### config.mk
export PLATFORM = sky130hd
export DESIGN_NAME = dat_debug_access
export DESIGN_NICKNAME = d
export VERILOG_FILES = /design/src/dat_pkg.sv /design/src/dat_trace_buf.sv /design/src/dat_debug_access.sv
export SDC_FILE = /design/constraint.sdc
export NUM_CORES = 1
export LEC_CHECK = 0
export BUFFER_PORTS_ARGS = -buffer_cell sky130_fd_sc_hd__buf_2
export CORE_MARGIN = 5
export CORE_UTILIZATION = 50
export DETAILED_ROUTE_END_ITERATION = 8
export GPL_TIMING_DRIVEN = 0
export PLACE_DENSITY = 0.68
export SYNTH_ARGS = -nofsm -noshare
export SYNTH_HDL_FRONTEND = slang
export SYNTH_SLANG_ARGS = --single-unit
### constraint.sdc
create_clock -name clk -period 4.7 [get_ports clk]
set_input_delay 0.705 -clock clk [delete_from_list [all_inputs] [get_ports clk]]
set_output_delay 0.705 -clock clk [all_outputs]
set_load 0.005 [all_outputs]
### src/dat_pkg.sv
package dat_pkg;
  // ==========================================================
  // serial debug port register addresses (A[3:2] as byte addr)
  localparam logic [3:0] DP_ADDR_ID_CTRL = 4'h0;
  localparam logic [3:0] DP_ADDR_CTRL_STAT = 4'h4;
  localparam logic [3:0] DP_ADDR_SELECT = 4'h8;
  localparam logic [3:0] DP_ADDR_RDBUFF = 4'hC;
  // target identity register: printed offset and its bank
  localparam logic [11:0] TARGET_IDENTITY_INFO_OFFSET = 12'h042;
  localparam logic [3:0] TARGET_ID_READ_ADDR = 4'h4;
  localparam logic [3:0] TARGET_ID_BANK = 4'h2;
  // arbitrary identity value
  localparam logic [31:0] TARGET_ID_VALUE = 32'h0000_1001;
  localparam logic [31:0] DP_IDCODE_VALUE = 32'h0000_2001;
  localparam logic [3:0] SWD_VERSION = 4'h1;
  // access port identifiers
  localparam logic [7:0] AP_SYS_BUS = 8'h00;
  localparam logic [7:0] AP_PERIPH_BUS = 8'h03;
  localparam logic [7:0] AP_CONTROL = 8'h04;
  // select register fields
  localparam int SEL_BANK_LSB = 0;
  localparam int SEL_APSEL_LSB = 24;
  // ctrl/stat fields
  localparam int CS_DBG_PWRUP_REQ = 28;
  localparam int CS_SYS_PWRUP_REQ = 30;
  localparam int CS_DBG_PWRUP_ACK = 29;
  localparam int CS_SYS_PWRUP_ACK = 31;
  // swd acknowledge codes (lsb first on the wire)
  localparam logic [2:0] ACK_OK = 3'h1;
  localparam logic [2:0] ACK_WAIT = 3'h2;
  localparam logic [2:0] ACK_FAULT = 3'h4;
  // debug resources
  localparam int BREAKPOINT_COUNT = 8;
  localparam int WATCHPOINT_COUNT = 4;
  // trace port and swd link framing
  localparam int TRACE_WIDTH = 4;
  localparam logic [1:0] TRACE_RATE_RESET = 2'h0;
  localparam logic [1:0] DRIVE_STANDARD = 2'h0;
  localparam logic [1:0] DRIVE_HIGH = 2'h1;
  localparam int LINE_RESET_ONES = 50;
  localparam int SWD_HDR_BITS = 8;
  localparam int SWD_DATA_BITS = 32;
endpackage : dat_pkg

### src/dat_trace_buf.sv
`timescale 1ns/1ps
// ==========================================================
// two-entry skid buffer on the trace data path
module dat_trace_buf #(
  parameter int WIDTH = 8
) (
  input wire logic clk,
  input wire logic reset,
  input wire logic inValid,
  output logic inReady,
  input wire logic [WIDTH-1:0] inData,
  output logic outValid,
  input wire logic outReady,
  output logic [WIDTH-1:0] outData
);
  logic [WIDTH-1:0] mem_reg [2];
  logic [WIDTH-1:0] mem_next [2];
  logic [1:0] count_reg, count_next;
  logic rdPtr_reg, rdPtr_next, wrPtr_reg, wrPtr_next;
  logic push, pop;

  assign inReady = (count_reg != 2'd2);
  assign outValid = (count_reg != 2'd0);
  assign outData = mem_reg[rdPtr_reg];
  assign push = inValid && inReady;
  assign pop = outValid && outReady;

  always_comb begin
    mem_next = mem_reg;
    wrPtr_next = wrPtr_reg;
    rdPtr_next = rdPtr_reg;
    count_next = count_reg;
    if (push) begin
      mem_next[wrPtr_reg] = inData;
      wrPtr_next = ~wrPtr_reg;
    end
    if (pop) begin
      rdPtr_next = ~rdPtr_reg;
    end
    if (push && !pop) begin
      count_next = count_reg + 2'd1;
    end else if (pop && !push) begin
      count_next = count_reg - 2'd1;
    end
  end

  always_ff @(posedge clk) begin
    mem_reg <= mem_next;
    if (reset) begin
      count_reg <= 2'd0;
      rdPtr_reg <= 1'b0;
      wrPtr_reg <= 1'b0;
    end else begin
      count_reg <= count_next;
      rdPtr_reg <= rdPtr_next;
      wrPtr_reg <= wrPtr_next;
    end
  end
endmodule : dat_trace_buf

### src/dat_debug_access.sv
`timescale 1ns/1ps
// Function
// full access protection set refuses every debugger access regardless of secure setting; code still lets dp registers and control port 4 answer
// secure protection alone allows only non-secure code, memory and peripherals
// execute-permitted ram or flash regions stay readable by the debugger
// port id 0 system bus, 3 peripheral bus, 4 control port
// debugger raises power-up request before system bus or control port access
// debug interface mode follows the power-up request level
// debugger drops power-up request at session end, then pin reset
// power-up request in off state wakes device and sets wake flag
// higher priority interrupts keep running while a breakpoint halts lower levels
// trace data leaves on four data lines with a trace clock
// retained rate setting chooses trace rate; trace pins share gpio pads
// trace pads use standard or high drive only, untouched during debugging
// read of port register 0x4 with bank 0x2 returns target identity
// eight hardware breakpoint comparators available
// four data watchpoint comparators available
// two-pin serial wire debug version 1, device is target
// target identity is read-only, writes have no effect
module dat_debug_access #(
  parameter int BP_COUNT = dat_pkg::BREAKPOINT_COUNT,
  parameter int WP_COUNT = dat_pkg::WATCHPOINT_COUNT
) (
  input wire logic clk,
  input wire logic reset,
  input wire logic swdClkPin,
  input wire logic swdIoIn,
  output logic swdIoOut,
  output logic swdIoOe_n,
  input wire logic fullAccessProtection,
  input wire logic secureDebugProtection,
  input wire logic regionExecAllowed,
  input wire logic regionReadAllowed,
  input wire logic regionSecure,
  input wire logic systemOff,
  input wire logic [1:0] padDrive,
  input wire logic [1:0] traceRateSetting,
  input wire logic traceEnable,
  input wire logic [7:0] traceByte,
  input wire logic traceByteValid,
  output logic traceByteReady,
  input wire logic [3:0] gpioOut,
  input wire logic [7:0] bpHitMask,
  input wire logic [3:0] wpHitMask,
  input wire logic [2:0] haltedPriority,
  input wire logic [2:0] pendingPriority,
  output logic debugInterfaceMode,
  output logic debugInterfaceWakeFlag,
  output logic wakeRequest,
  output logic accessGranted,
  output logic secureAccessGranted,
  output logic regionVisible,
  output logic [2:0] apTarget,
  output logic breakpointHalt,
  output logic interruptServiceAllowed,
  output logic [3:0] traceDataLines,
  output logic traceClockOut,
  output logic tracePadSelect,
  output logic driveOk,
  input wire logic wakeFlagClear
);
  typedef enum {SW_IDLE, SW_HDR, SW_TURN1, SW_ACK, SW_WDATA, SW_RDATA, SW_TURN2} dat_swd_state_t;

  // ==========================================================
  // link sampling: two flops, then edge detect
  logic [2:0] clkSync_reg;
  logic [1:0] ioSync_reg;
  logic risingEdge, fallingEdge, ioBit;
  always_ff @(posedge clk) begin
    if (reset) begin
      clkSync_reg <= 3'h0;
      ioSync_reg <= 2'h3;
    end else begin
      clkSync_reg <= {clkSync_reg[1:0], swdClkPin};
      ioSync_reg <= {ioSync_reg[0], swdIoIn};
    end
  end
  assign risingEdge = clkSync_reg[1] && !clkSync_reg[2];
  assign fallingEdge = !clkSync_reg[1] && clkSync_reg[2];
  assign ioBit = ioSync_reg[1];

  // ==========================================================
  // swd target engine
  dat_swd_state_t state_reg, state_next;
  logic [7:0] hdr_reg, hdr_next;
  logic [32:0] shift_reg, shift_next;
  logic [5:0] cnt_reg, cnt_next;
  logic [31:0] select_reg, select_next;
  logic [31:0] ctrlStat_reg, ctrlStat_next;
  logic [5:0] ones_reg, ones_next;
  logic out_reg, out_next, oe_reg, oe_next;
  logic [2:0] ack_reg, ack_next;
  logic isAp, isRead;
  logic [3:0] addr;
  logic [7:0] apSel;

  function automatic logic parity32(input logic [31:0] v);
    parity32 = ^v;
  endfunction : parity32

  function automatic logic [31:0] dpRead(input logic [3:0] a, input logic [31:0] sel, input logic [31:0] cs);
    dpRead = 32'h0000_0000;
    unique case (a)
      dat_pkg::DP_ADDR_ID_CTRL: dpRead = dat_pkg::DP_IDCODE_VALUE;
      dat_pkg::DP_ADDR_CTRL_STAT: begin
        if (sel[dat_pkg::SEL_BANK_LSB +: 4] == dat_pkg::TARGET_ID_BANK) begin
          dpRead = dat_pkg::TARGET_ID_VALUE;
        end else begin
          dpRead = cs;
        end
      end
      dat_pkg::DP_ADDR_SELECT: dpRead = sel;
      default: dpRead = 32'h0000_0000;
    endcase
  endfunction : dpRead

  assign isAp = hdr_reg[1];
  assign isRead = hdr_reg[2];
  assign addr = {hdr_reg[4], hdr_reg[3], 2'b00};
  assign apSel = select_reg[dat_pkg::SEL_APSEL_LSB +: 8];

  always_comb begin
    logic apOk;
    apOk = 1'b0;
    state_next = state_reg;
    hdr_next = hdr_reg;
    shift_next = shift_reg;
    cnt_next = cnt_reg;
    select_next = select_reg;
    ctrlStat_next = ctrlStat_reg;
    ones_next = ones_reg;
    out_next = out_reg;
    oe_next = oe_reg;
    ack_next = ack_reg;
    // power-up ack mirrors request
    ctrlStat_next[dat_pkg::CS_DBG_PWRUP_ACK] = ctrlStat_reg[dat_pkg::CS_DBG_PWRUP_REQ];
    ctrlStat_next[dat_pkg::CS_SYS_PWRUP_ACK] = ctrlStat_reg[dat_pkg::CS_SYS_PWRUP_REQ];
    // sys bus and control port requests need power; all ap requests except the control port need no full protection
    unique case (apSel)
      dat_pkg::AP_SYS_BUS, dat_pkg::AP_CONTROL: apOk = ctrlStat_reg[dat_pkg::CS_SYS_PWRUP_REQ];
      dat_pkg::AP_PERIPH_BUS: apOk = 1'b1;
      default: apOk = 1'b0;
    endcase
    if (apSel != dat_pkg::AP_CONTROL && fullAccessProtection) begin
      apOk = 1'b0;
    end
    if (risingEdge) begin
      ones_next = ioBit ? ((ones_reg == 6'(dat_pkg::LINE_RESET_ONES)) ? ones_reg : ones_reg + 6'd1) : 6'd0;
      unique case (state_reg)
        SW_IDLE: begin
          if (ioBit) begin
            hdr_next = 8'h01;
            cnt_next = 6'd1;
            state_next = SW_HDR;
          end
        end
        SW_HDR: begin
          hdr_next[cnt_reg[2:0]] = ioBit;
          cnt_next = cnt_reg + 6'd1;
          if (cnt_reg == 6'(dat_pkg::SWD_HDR_BITS - 1)) begin
            state_next = SW_TURN1;
          end
        end
        SW_TURN1: begin
          if (^hdr_reg[4:1] != hdr_reg[5] || hdr_reg[6] || !hdr_reg[7]) begin
            state_next = SW_IDLE; // bad header: no response
          end else begin
            ack_next = (isAp && !apOk) ? dat_pkg::ACK_FAULT : dat_pkg::ACK_OK;
            shift_next = {parity32(dpRead(addr, select_reg, ctrlStat_reg)), dpRead(addr, select_reg, ctrlStat_reg)};
            cnt_next = 6'd0;
            state_next = SW_ACK;
          end
        end
        SW_ACK: begin
          cnt_next = cnt_reg + 6'd1;
          if (cnt_reg == 6'($bits(dat_pkg::ACK_OK) - 1)) begin
            cnt_next = 6'd0;
            if (ack_reg != dat_pkg::ACK_OK) begin
              // refused: swallow the host turnaround before idling
              cnt_next = 6'(dat_pkg::SWD_DATA_BITS + 1);
              state_next = SW_RDATA;
            end else begin
              state_next = isRead ? SW_RDATA : SW_TURN2;
            end
          end
        end
        SW_TURN2: begin
          cnt_next = 6'd0;
          state_next = SW_WDATA;
        end
        SW_WDATA: begin
          shift_next = {ioBit, shift_reg[32:1]};
          cnt_next = cnt_reg + 6'd1;
          if (cnt_reg == 6'(dat_pkg::SWD_DATA_BITS)) begin
            state_next = SW_IDLE;
            if (!isAp && parity32(shift_reg[32:1]) == ioBit) begin
              if (addr == dat_pkg::DP_ADDR_SELECT) begin
                select_next = shift_reg[32:1];
              end else if (addr == dat_pkg::DP_ADDR_CTRL_STAT
                  && select_reg[dat_pkg::SEL_BANK_LSB +: 4] == 4'h0) begin
                ctrlStat_next = shift_reg[32:1];
              end
            end
          end
        end
        SW_RDATA: begin
          cnt_next = cnt_reg + 6'd1;
          if (cnt_reg == 6'(dat_pkg::SWD_DATA_BITS + 1)) begin
            state_next = SW_IDLE;
          end
        end
        default: state_next = SW_IDLE;
      endcase
      if (ones_reg == 6'(dat_pkg::LINE_RESET_ONES)) begin
        state_next = SW_IDLE;
      end
    end
    // target drives on falling edges
    if (fallingEdge) begin
      oe_next = 1'b1;
      if (state_reg == SW_ACK) begin
        oe_next = 1'b0;
        out_next = ack_reg[cnt_reg[1:0]];
      end else if (state_reg == SW_RDATA && cnt_reg <= 6'(dat_pkg::SWD_DATA_BITS)) begin
        oe_next = 1'b0;
        out_next = shift_reg[cnt_reg];
      end
    end
  end

  always_ff @(posedge clk) begin
    if (reset) begin
      state_reg <= SW_IDLE;
      hdr_reg <= 8'h00;
      shift_reg <= 33'h0;
      cnt_reg <= 6'd0;
      select_reg <= 32'h0000_0000;
      ctrlStat_reg <= 32'h0000_0000;
      ones_reg <= 6'd0;
      out_reg <= 1'b1;
      oe_reg <= 1'b1;
      ack_reg <= 3'h0;
    end else begin
      state_reg <= state_next;
      hdr_reg <= hdr_next;
      shift_reg <= shift_next;
      cnt_reg <= cnt_next;
      select_reg <= select_next;
      ctrlStat_reg <= ctrlStat_next;
      ones_reg <= ones_next;
      out_reg <= out_next;
      oe_reg <= oe_next;
      ack_reg <= ack_next;
    end
  end
  assign swdIoOut = out_reg;
  assign swdIoOe_n = oe_reg;

  // ==========================================================
  // mode, wake flag, access gating
  logic wake_reg, wake_next, mode_reg, mode_next;
  logic [2:0] apt_reg, apt_next;
  logic pwr;
  assign pwr = ctrlStat_reg[dat_pkg::CS_SYS_PWRUP_REQ] || ctrlStat_reg[dat_pkg::CS_DBG_PWRUP_REQ];
  always_comb begin
    mode_next = pwr;
    wake_next = wake_reg;
    if (wakeFlagClear) begin
      wake_next = 1'b0;
    end
    if (pwr && systemOff) begin
      wake_next = 1'b1;
    end
    apt_next = 3'b000;
    unique case (apSel)
      dat_pkg::AP_SYS_BUS: apt_next = 3'b001;
      dat_pkg::AP_PERIPH_BUS: apt_next = 3'b010;
      dat_pkg::AP_CONTROL: apt_next = 3'b100;
      default: apt_next = 3'b000;
    endcase
  end
  always_ff @(posedge clk) begin
    if (reset) begin
      wake_reg <= 1'b0;
      mode_reg <= 1'b0;
      apt_reg <= 3'b000;
    end else begin
      wake_reg <= wake_next;
      mode_reg <= mode_next;
      apt_reg <= apt_next;
    end
  end
  assign debugInterfaceMode = mode_reg;
  assign debugInterfaceWakeFlag = wake_reg;
  assign wakeRequest = pwr && systemOff;
  assign apTarget = apt_reg;
  assign accessGranted = !fullAccessProtection;
  assign secureAccessGranted = !fullAccessProtection && !secureDebugProtection;
  assign regionVisible = accessGranted && (regionExecAllowed || regionReadAllowed)
      && (!regionSecure || secureAccessGranted);
  assign breakpointHalt = accessGranted && ((|bpHitMask[BP_COUNT-1:0]) || (|wpHitMask[WP_COUNT-1:0]));
  assign interruptServiceAllowed = !breakpointHalt || (pendingPriority < haltedPriority);
  assign driveOk = (padDrive == dat_pkg::DRIVE_STANDARD) || (padDrive == dat_pkg::DRIVE_HIGH);

  // ==========================================================
  // trace port: byte buffer, nibble per trace clock half
  logic bufValid, bufReady;
  logic [7:0] bufData;
  logic [3:0] div_reg, div_next, tdata_reg, tdata_next;
  logic tclk_reg, tclk_next, nib_reg, nib_next;
  dat_trace_buf #(.WIDTH(8)) u_buf (
    .clk(clk),
    .reset(reset),
    .inValid(traceByteValid),
    .inReady(traceByteReady),
    .inData(traceByte),
    .outValid(bufValid),
    .outReady(bufReady),
    .outData(bufData)
  );
  // rate setting n halves clock by 2^(n); each tick moves one nibble
  assign bufReady = traceEnable && nib_reg && (div_reg == 4'h0);
  always_comb begin
    div_next = div_reg - 4'h1;
    tclk_next = tclk_reg;
    tdata_next = tdata_reg;
    nib_next = nib_reg;
    if (div_reg == 4'h0) begin
      div_next = (4'h1 << traceRateSetting) - 4'h1;
      tclk_next = ~tclk_reg;
      if (traceEnable && bufValid) begin
        tdata_next = nib_reg ? bufData[7:4] : bufData[3:0];
        nib_next = ~nib_reg;
      end
    end
  end
  always_ff @(posedge clk) begin
    if (reset) begin
      div_reg <= 4'h0;
      tclk_reg <= 1'b0;
      tdata_reg <= 4'h0;
      nib_reg <= 1'b0;
    end else begin
      div_reg <= div_next;
      tclk_reg <= tclk_next;
      tdata_reg <= tdata_next;
      nib_reg <= nib_next;
    end
  end
  assign tracePadSelect = traceEnable;
  assign traceDataLines = traceEnable ? tdata_reg : gpioOut;
  assign traceClockOut = traceEnable && tclk_reg;
endmodule : dat_debug_access

## Word level (Yosys, flattened, before mapping)

Index checks and enable logic that the tools add are counted.

| storage, ports and cells | value |
|---|---|
| output and inout port bits | 21 |
| register bits after elaboration | 194 |
| logic and storage cells | 212 |

| operators by class | value |
|---|---|
| $add $sub $neg | 6 |
| muxes and demuxes | 60 |
| $lt $le $gt $ge | 9 |
| bitwise logic cells | 8 |
| shift operators | 1 |
| reductions and logical operators | 71 |
| equality and inequality tests | 32 |

Operators with widths:

| cell | number |
|---|---|
| $mux W32 | 16 |
| $pmux W32 S7 | 1 |
| $eq A32 B3 Y1 const B | 4 |
| $pmux W32 S3 | 1 |
| $pmux W33 S2 | 1 |
| $eq A32 B2 Y1 const B | 2 |
| $reduce_xor A32 Y1 | 2 |
| $mux W8 | 5 |
| $mux W6 | 6 |
| $mux W33 | 1 |
| $eq A32 B1 Y1 const B | 1 |
| $eq A32 B4 Y1 const B | 1 |
| $logic_not A32 Y1 | 1 |
| $pmux W6 S5 | 1 |
| $logic_and A1 B1 Y1 | 22 |
| $eq A6 B6 Y1 const B | 3 |
| $bwmux W16 | 1 |
| $pmux W8 S2 | 1 |
| $ne A3 B3 Y1 const B | 5 |
| $add A6 B1 Y6 const B | 2 |
| $logic_not A4 Y1 | 3 |
| $mux W4 | 3 |
| $reduce_and A6 Y1 | 2 |
| $reduce_bool A2 Y1 | 6 |
| other kinds (50) | 96 |

## Logic depth before layout (Yosys ltp)

| depth | value |
|---|---|
| word-level depth | 10 |
| mapped depth | 16 |

## By module

A second synthesis with hierarchy kept.

| unflattened totals | value |
|---|---|
| cell total of the unflattened synthesis | 1,029 |
| area, all modules | 8,823.5 µm² |

Modules (own cells, without submodules):

| module | instances | area each (µm²) | sequential area each (µm²) | cells an instance |
|---|---|---|---|---|
| dat_debug_access | 1 | 8,041.5 | 2,862.7 | 982 |
| dat_trace_buf | 1 | 782.0 | 560.5 | 47 |

## Worst setup path before layout

No wires, ideal clock.

| timing | value |
|---|---|
| path type | reg2reg |
| start | reg hdr_reg[3] |
| end | reg shift_reg[32] |
| setup time | 0.145 ns |
| cell stages (with the launch flop) | 15 |
| data required time | 4.555 ns |
| slack | 1.631 ns |
| arrival time | 2.924 ns |
| clock period less this slack | 3.069 ns |
| buffers on the path | 5 |
| path through | dfxtp_1 -> inv_1 -> ha_1 -> clkbuf_1 -> clkbuf_1 -> clkbuf_1 -> buf_1 -> clkbuf_1 -> a32oi_1 -> nand2_1 -> xnor2_1 -> xnor3_1 -> xnor3_1 -> o21ai_1 -> a311oi_2 |

| between the ends | value |
|---|---|
| word-level cells in the longest chain between the ends | 8 |

RTL lines:

| element | RTL line | RTL |
|---|---|---|
| start, declared | dat_debug_access.sv:85 | `logic [7:0] hdr_reg, hdr_next;` |
| start signal, assigned | dat_debug_access.sv:245 | `hdr_reg <= hdr_next;` |
| $eq A2 B2 Y1 (tied with other cells) | dat_debug_access.sv:103 | `unique case (a)` |
| $pmux W32 S3 | dat_debug_access.sv:103 |  |
| $mux W32 | dat_debug_access.sv:165 | `if (^hdr_reg[4:1] != hdr_reg[5] \|\| hdr_reg[6] \|\| !hdr_reg[7]) begin` |
| $mux W32 | dat_debug_access.sv:149 | `unique case (state_reg)` |
| $mux W32 | dat_debug_access.sv:147 | `if (risingEdge) begin` |
| $reduce_xor A32 Y1 | dat_debug_access.sv:98 | `parity32 = ^v;` |
| $mux W33 | dat_debug_access.sv:165 |  |
| $pmux W33 S2 | dat_debug_access.sv:149 |  |
| end signal, assigned | dat_debug_access.sv:246 | `shift_reg <= shift_next;` |
| end, declared | dat_debug_access.sv:86 | `logic [32:0] shift_reg, shift_next;` |

Parallel ways exist; a longest one is shown, timed or not. The select of a mux whose other input is x is not followed.
A chain may end at the register's enable or synchronous reset.

## Worst setup path after layout

Ends and elaborated chain as after synthesis.

==> flow_metrics.tcl <==
set metrics [dict create \
    fin_nets 1146 \
    rows 48 \
    seq_area_frac_synth 0.3980 \
    muxShareOfSynthArea 0.1056 \
    ir_worst_vdd_mv 0.2815 \
    h-tree-depth 4 \
    core_area_mm2 0.01706 \
    ys_ff_latch 163 \
    grt-ovfl-total 0 \
    synth_area_leaders "dfxtp_1 34%, mux2i_1 8.7%, nor2_1 8.1%" \
    cts_buffer_depth 2 \
    hp-class "register to register" \
    syn_nets 1063 \
    grt_pass1_vias 7602 \
    areaGrowthSynthToFinish_pct 14.40 \
    r2r_cells 13 \
    hpwlAfterDp_um 17680 \
    worst-slew-pin-transition_ns 1.168 \
    synth_flop_cell "dfxtp_1" \
    via_per_inst 6.022 \
    hold_buffers 0 \
    r2r-start "hdr_reg[3]" \
    grt_pass1_wl_um 40120 \
    gp_congestion 0.8964 \
    crit_family "buffers and inverters" \
    p_total_uw 3141 \
    cts-root-buf "clkbuf_16" \
    reg2reg_to "shift_reg[32]" \
    slew_viol_final 0 \
    track_usage 0.2538 \
    max_freq_mhz 226.4 \
    synth_xor_area_frac 0.06372 \
    yosysUniqueCellTypes 62 \
    cp_num_cells 13 \
    fin_crit_ns 4.417 \
    synth.avg_cell_area_um2 8.575 \
    grt_setup_unrepaired "no" \
    netlist_area_mm2 0.008601 \
    initial_core_util 0.5043 \
    drt-initial-drc-count 786 \
    slowest_stage "clkbuf_1" \
    cts_tree "built" \
    yosys.area.top_type "dfxtp_1" \
    cellPowerDensity_mw_per_mm2 319.3 \
    wl_um 24820 \
    final-setup-viol-count 0 \
    n_antenna_cell 0 \
    crit_end "shift_reg[32]" \
    cp-startpoint "hdr_reg[3]" \
    pin_count 68 \
    critical_path_required_ns 4.99 \
    max_cap_violations 0 \
    cpPeakStageDelay_ns 0.58 \
    clk_pin_slew_ns 0.07 \
    synth_top_area_frac 0.3422 \
    async_reset_ff_frac 0 \
    first_pass_iters 6 \
    hold_viol_final 0 \
    drive_gt1_frac 0.1119 \
    start_kind "register" \
    fin_area_mm2 0.009839 \
    antenna_found_initial 1 \
    cp_cell_sequence "inv_1, ha_1, clkbuf_1, clkbuf_1, clkbuf_1, o21ai_0, a32o_1, nor3_1, xor2_1, xnor3_1, xnor3_1, o21ai_1, a311oi_2" \
    largest_reg_flops 33 \
    worstHoldStart "ioSync_reg[0]" \
    drcViolationCount 0 \
    final.setup_skew_ns 0.01267 \
    timing.final.crit_share 0.9399 \
    leakagePower_uw 0.003735 \
    synthAdderAreaFrac 0.01891 \
    synth_compound_area_frac 0.2006 \
    cpMostUsedCell "clkbuf_1" \
    ant_nets 0 \
    setup_tns_ns 0 \
    postPlaceCellArea_mm2 0.009208 \
    port_buffers 65 \
    postSynthCellCount 1003 \
    fp.dieH_um 141.2 \
    r2r_setup_slack_ns 0.28 \
    dieWidth_um 141.2 \
    cp.arrival_ns 4.71 \
    synth_warnings 0 \
    crit_type "register to register" \
    worst_hold_slack_ns 0.4225 \
    clock_latency_ns 0.45 \
    relSlewSlack 0.2155 \
    synthSimpleGateAreaFrac 0.1743 \
    cts_sinks 163 \
    post_drt_wl_per_cell_um 18.74 \
    outcome "complete, no violations" \
    vias 7973 \
    end_kind "register" \
    synth_top_family_by_area "compound AO/OA/AOI/OAI gates" \
    cts_buffers 17 \
    synth-edff-count 16 \
    design.die.area_mm2 0.01992 \
    path_max_fanout 10 \
    crit_buf_inv 4 \
    grt_max_degree 20 \
]
-- repair_timing --
action / 4_1_cts / 5_1_grt
setup endpoints to repair: 31 / 31
setup buffers: 0 / 0
pin swaps: 0 / 0
resized for setup: 1 / 1
endpoints found under the hold margin: 0 / 0
-- worst register-to-register path, stage by stage (launching register included) --
cell and delay, ns:
dfxtp_1 0.36, inv_1 0.10, ha_1 0.14, clkbuf_1 0.51, clkbuf_1 0.56, clkbuf_1 0.58, o21ai_0 0.19, a32o_1 0.26
nor3_1 0.31, xor2_1 0.22, xnor3_1 0.37, xnor3_1 0.42, o21ai_1 0.14, a311oi_2 0.11
-- routing by layer --
| metal | vias up | GRT usage | part of all wire |
|---|---|---|---|
| met5 | - | 0 | 0.00052 |
| li1 | 3777 | - | - |
| met3 | 42 | 0.06954 | 0.085 |
| met4 | 2 | 0.07037 | 0.018 |
| met2 | 343 | 0.4076 | 0.46 |
| met1 | 3809 | 0.3373 | 0.44 |
-- Yosys cell counts (2+ instances only) --
cell type  instances
xnor2_1           36
nand2b_1          10
a221oi_1           2
mux2i_1           75
and2_1             2
clkinv_1           2
nand4_1            6
mux2_2             4
ha_1              13
a311oi_1           3
or3_1              3
edfxtp_1          16
inv_1             14
a21o_1            10
a22oi_1           31
or4_1              2
a32oi_1            8
nand3_1           19
o21bai_1           2
o21ai_0           57
nand3b_1           2
nor4b_1            2
o2111ai_1          2
nor3b_1            4
a211oi_1          35
mux4_2             5
clkbuf_1          50
buf_2              3
a21oi_1           76
a31oi_1            4
nor2b_1           10
and3_1             3
or2_2              3
nand2_1           53
buf_4              2
a22o_1             7
o211ai_1           7
xor2_1            17
nor2_1           185
nor3_1            21
dfxtp_1          147
xnor3_1            3
a32o_1            11
nor4_1             7
buf_1             12
-- layout by cell type, fill, tap and decap left out, drive strengths merged, types with 8 or more instances in the layout --
cell type / count
a32o: 11
nor2b: 10
a21oi: 76
buf: 82
nand2: 53
clkinv: 9
a21o: 10
a32oi: 8
inv: 21
o21ai: 59
ha: 13
edfxtp: 16
nand2b: 10
a211oi: 35
nor3: 21
xor2: 17
a22oi: 31
xnor2: 37
nand3: 19
nor2: 185
dfxtp: 147
clkbuf: 67
mux2i: 75
-- worst min path at each step --
stage | end | cells after the start
after global placement | ioSync_reg[1] | 1
final | ioSync_reg[1] | 1
after global routing | u_buf.mem_reg[7] | 1
after detailed placement | ioSync_reg[1] | 1
after CTS | ioSync_reg[1] | 1
after floorplan | ioSync_reg[1] | 1
-- stage by stage --
stage,utilization,instances,setup WS [ns]
floorplan,-,1003,1.631
finish,0.5769,1324,0.2826
detailed placement,0.5398,1293,-0.1093
global placement,0.5398,1293,-0.1127
CTS,0.5770,1325,0.06209
global route,0.5769,1324,0.1751
-- cell families (layout without fill, tap and decap cells) --
| family | after synthesis | after routing |
|---|---|---|
| flops | 163 | 163 |
| simple gates | 337 | 337 |
| compound gates | 265 | 265 |
| xor+xnor | 57 | 57 |
| mux | 84 | 84 |
| fa+ha+maj | 13 | 13 |
| buf+inv | 84 | 180 |
-- layout make-up --
class                           instances  area, µm²
Fill cell                            1561       7217
Multi-Input combinational cell        756       4843
Sequential cell                       163       3423
Clock buffer                           17      425.4
Timing Repair Buffer                   65      325.3
Tap cell                              225      281.5
Buffer                                 67      272.8
Clock inverter                         15      207.7
Inverter                               16      60.06
-- power breakdown --
group	switching (µW)	internal (µW)
clock	700	778
sequential	22.2	1450
combinational	113	83.4
total	835	2310
(Power assumes the default switching activity.)
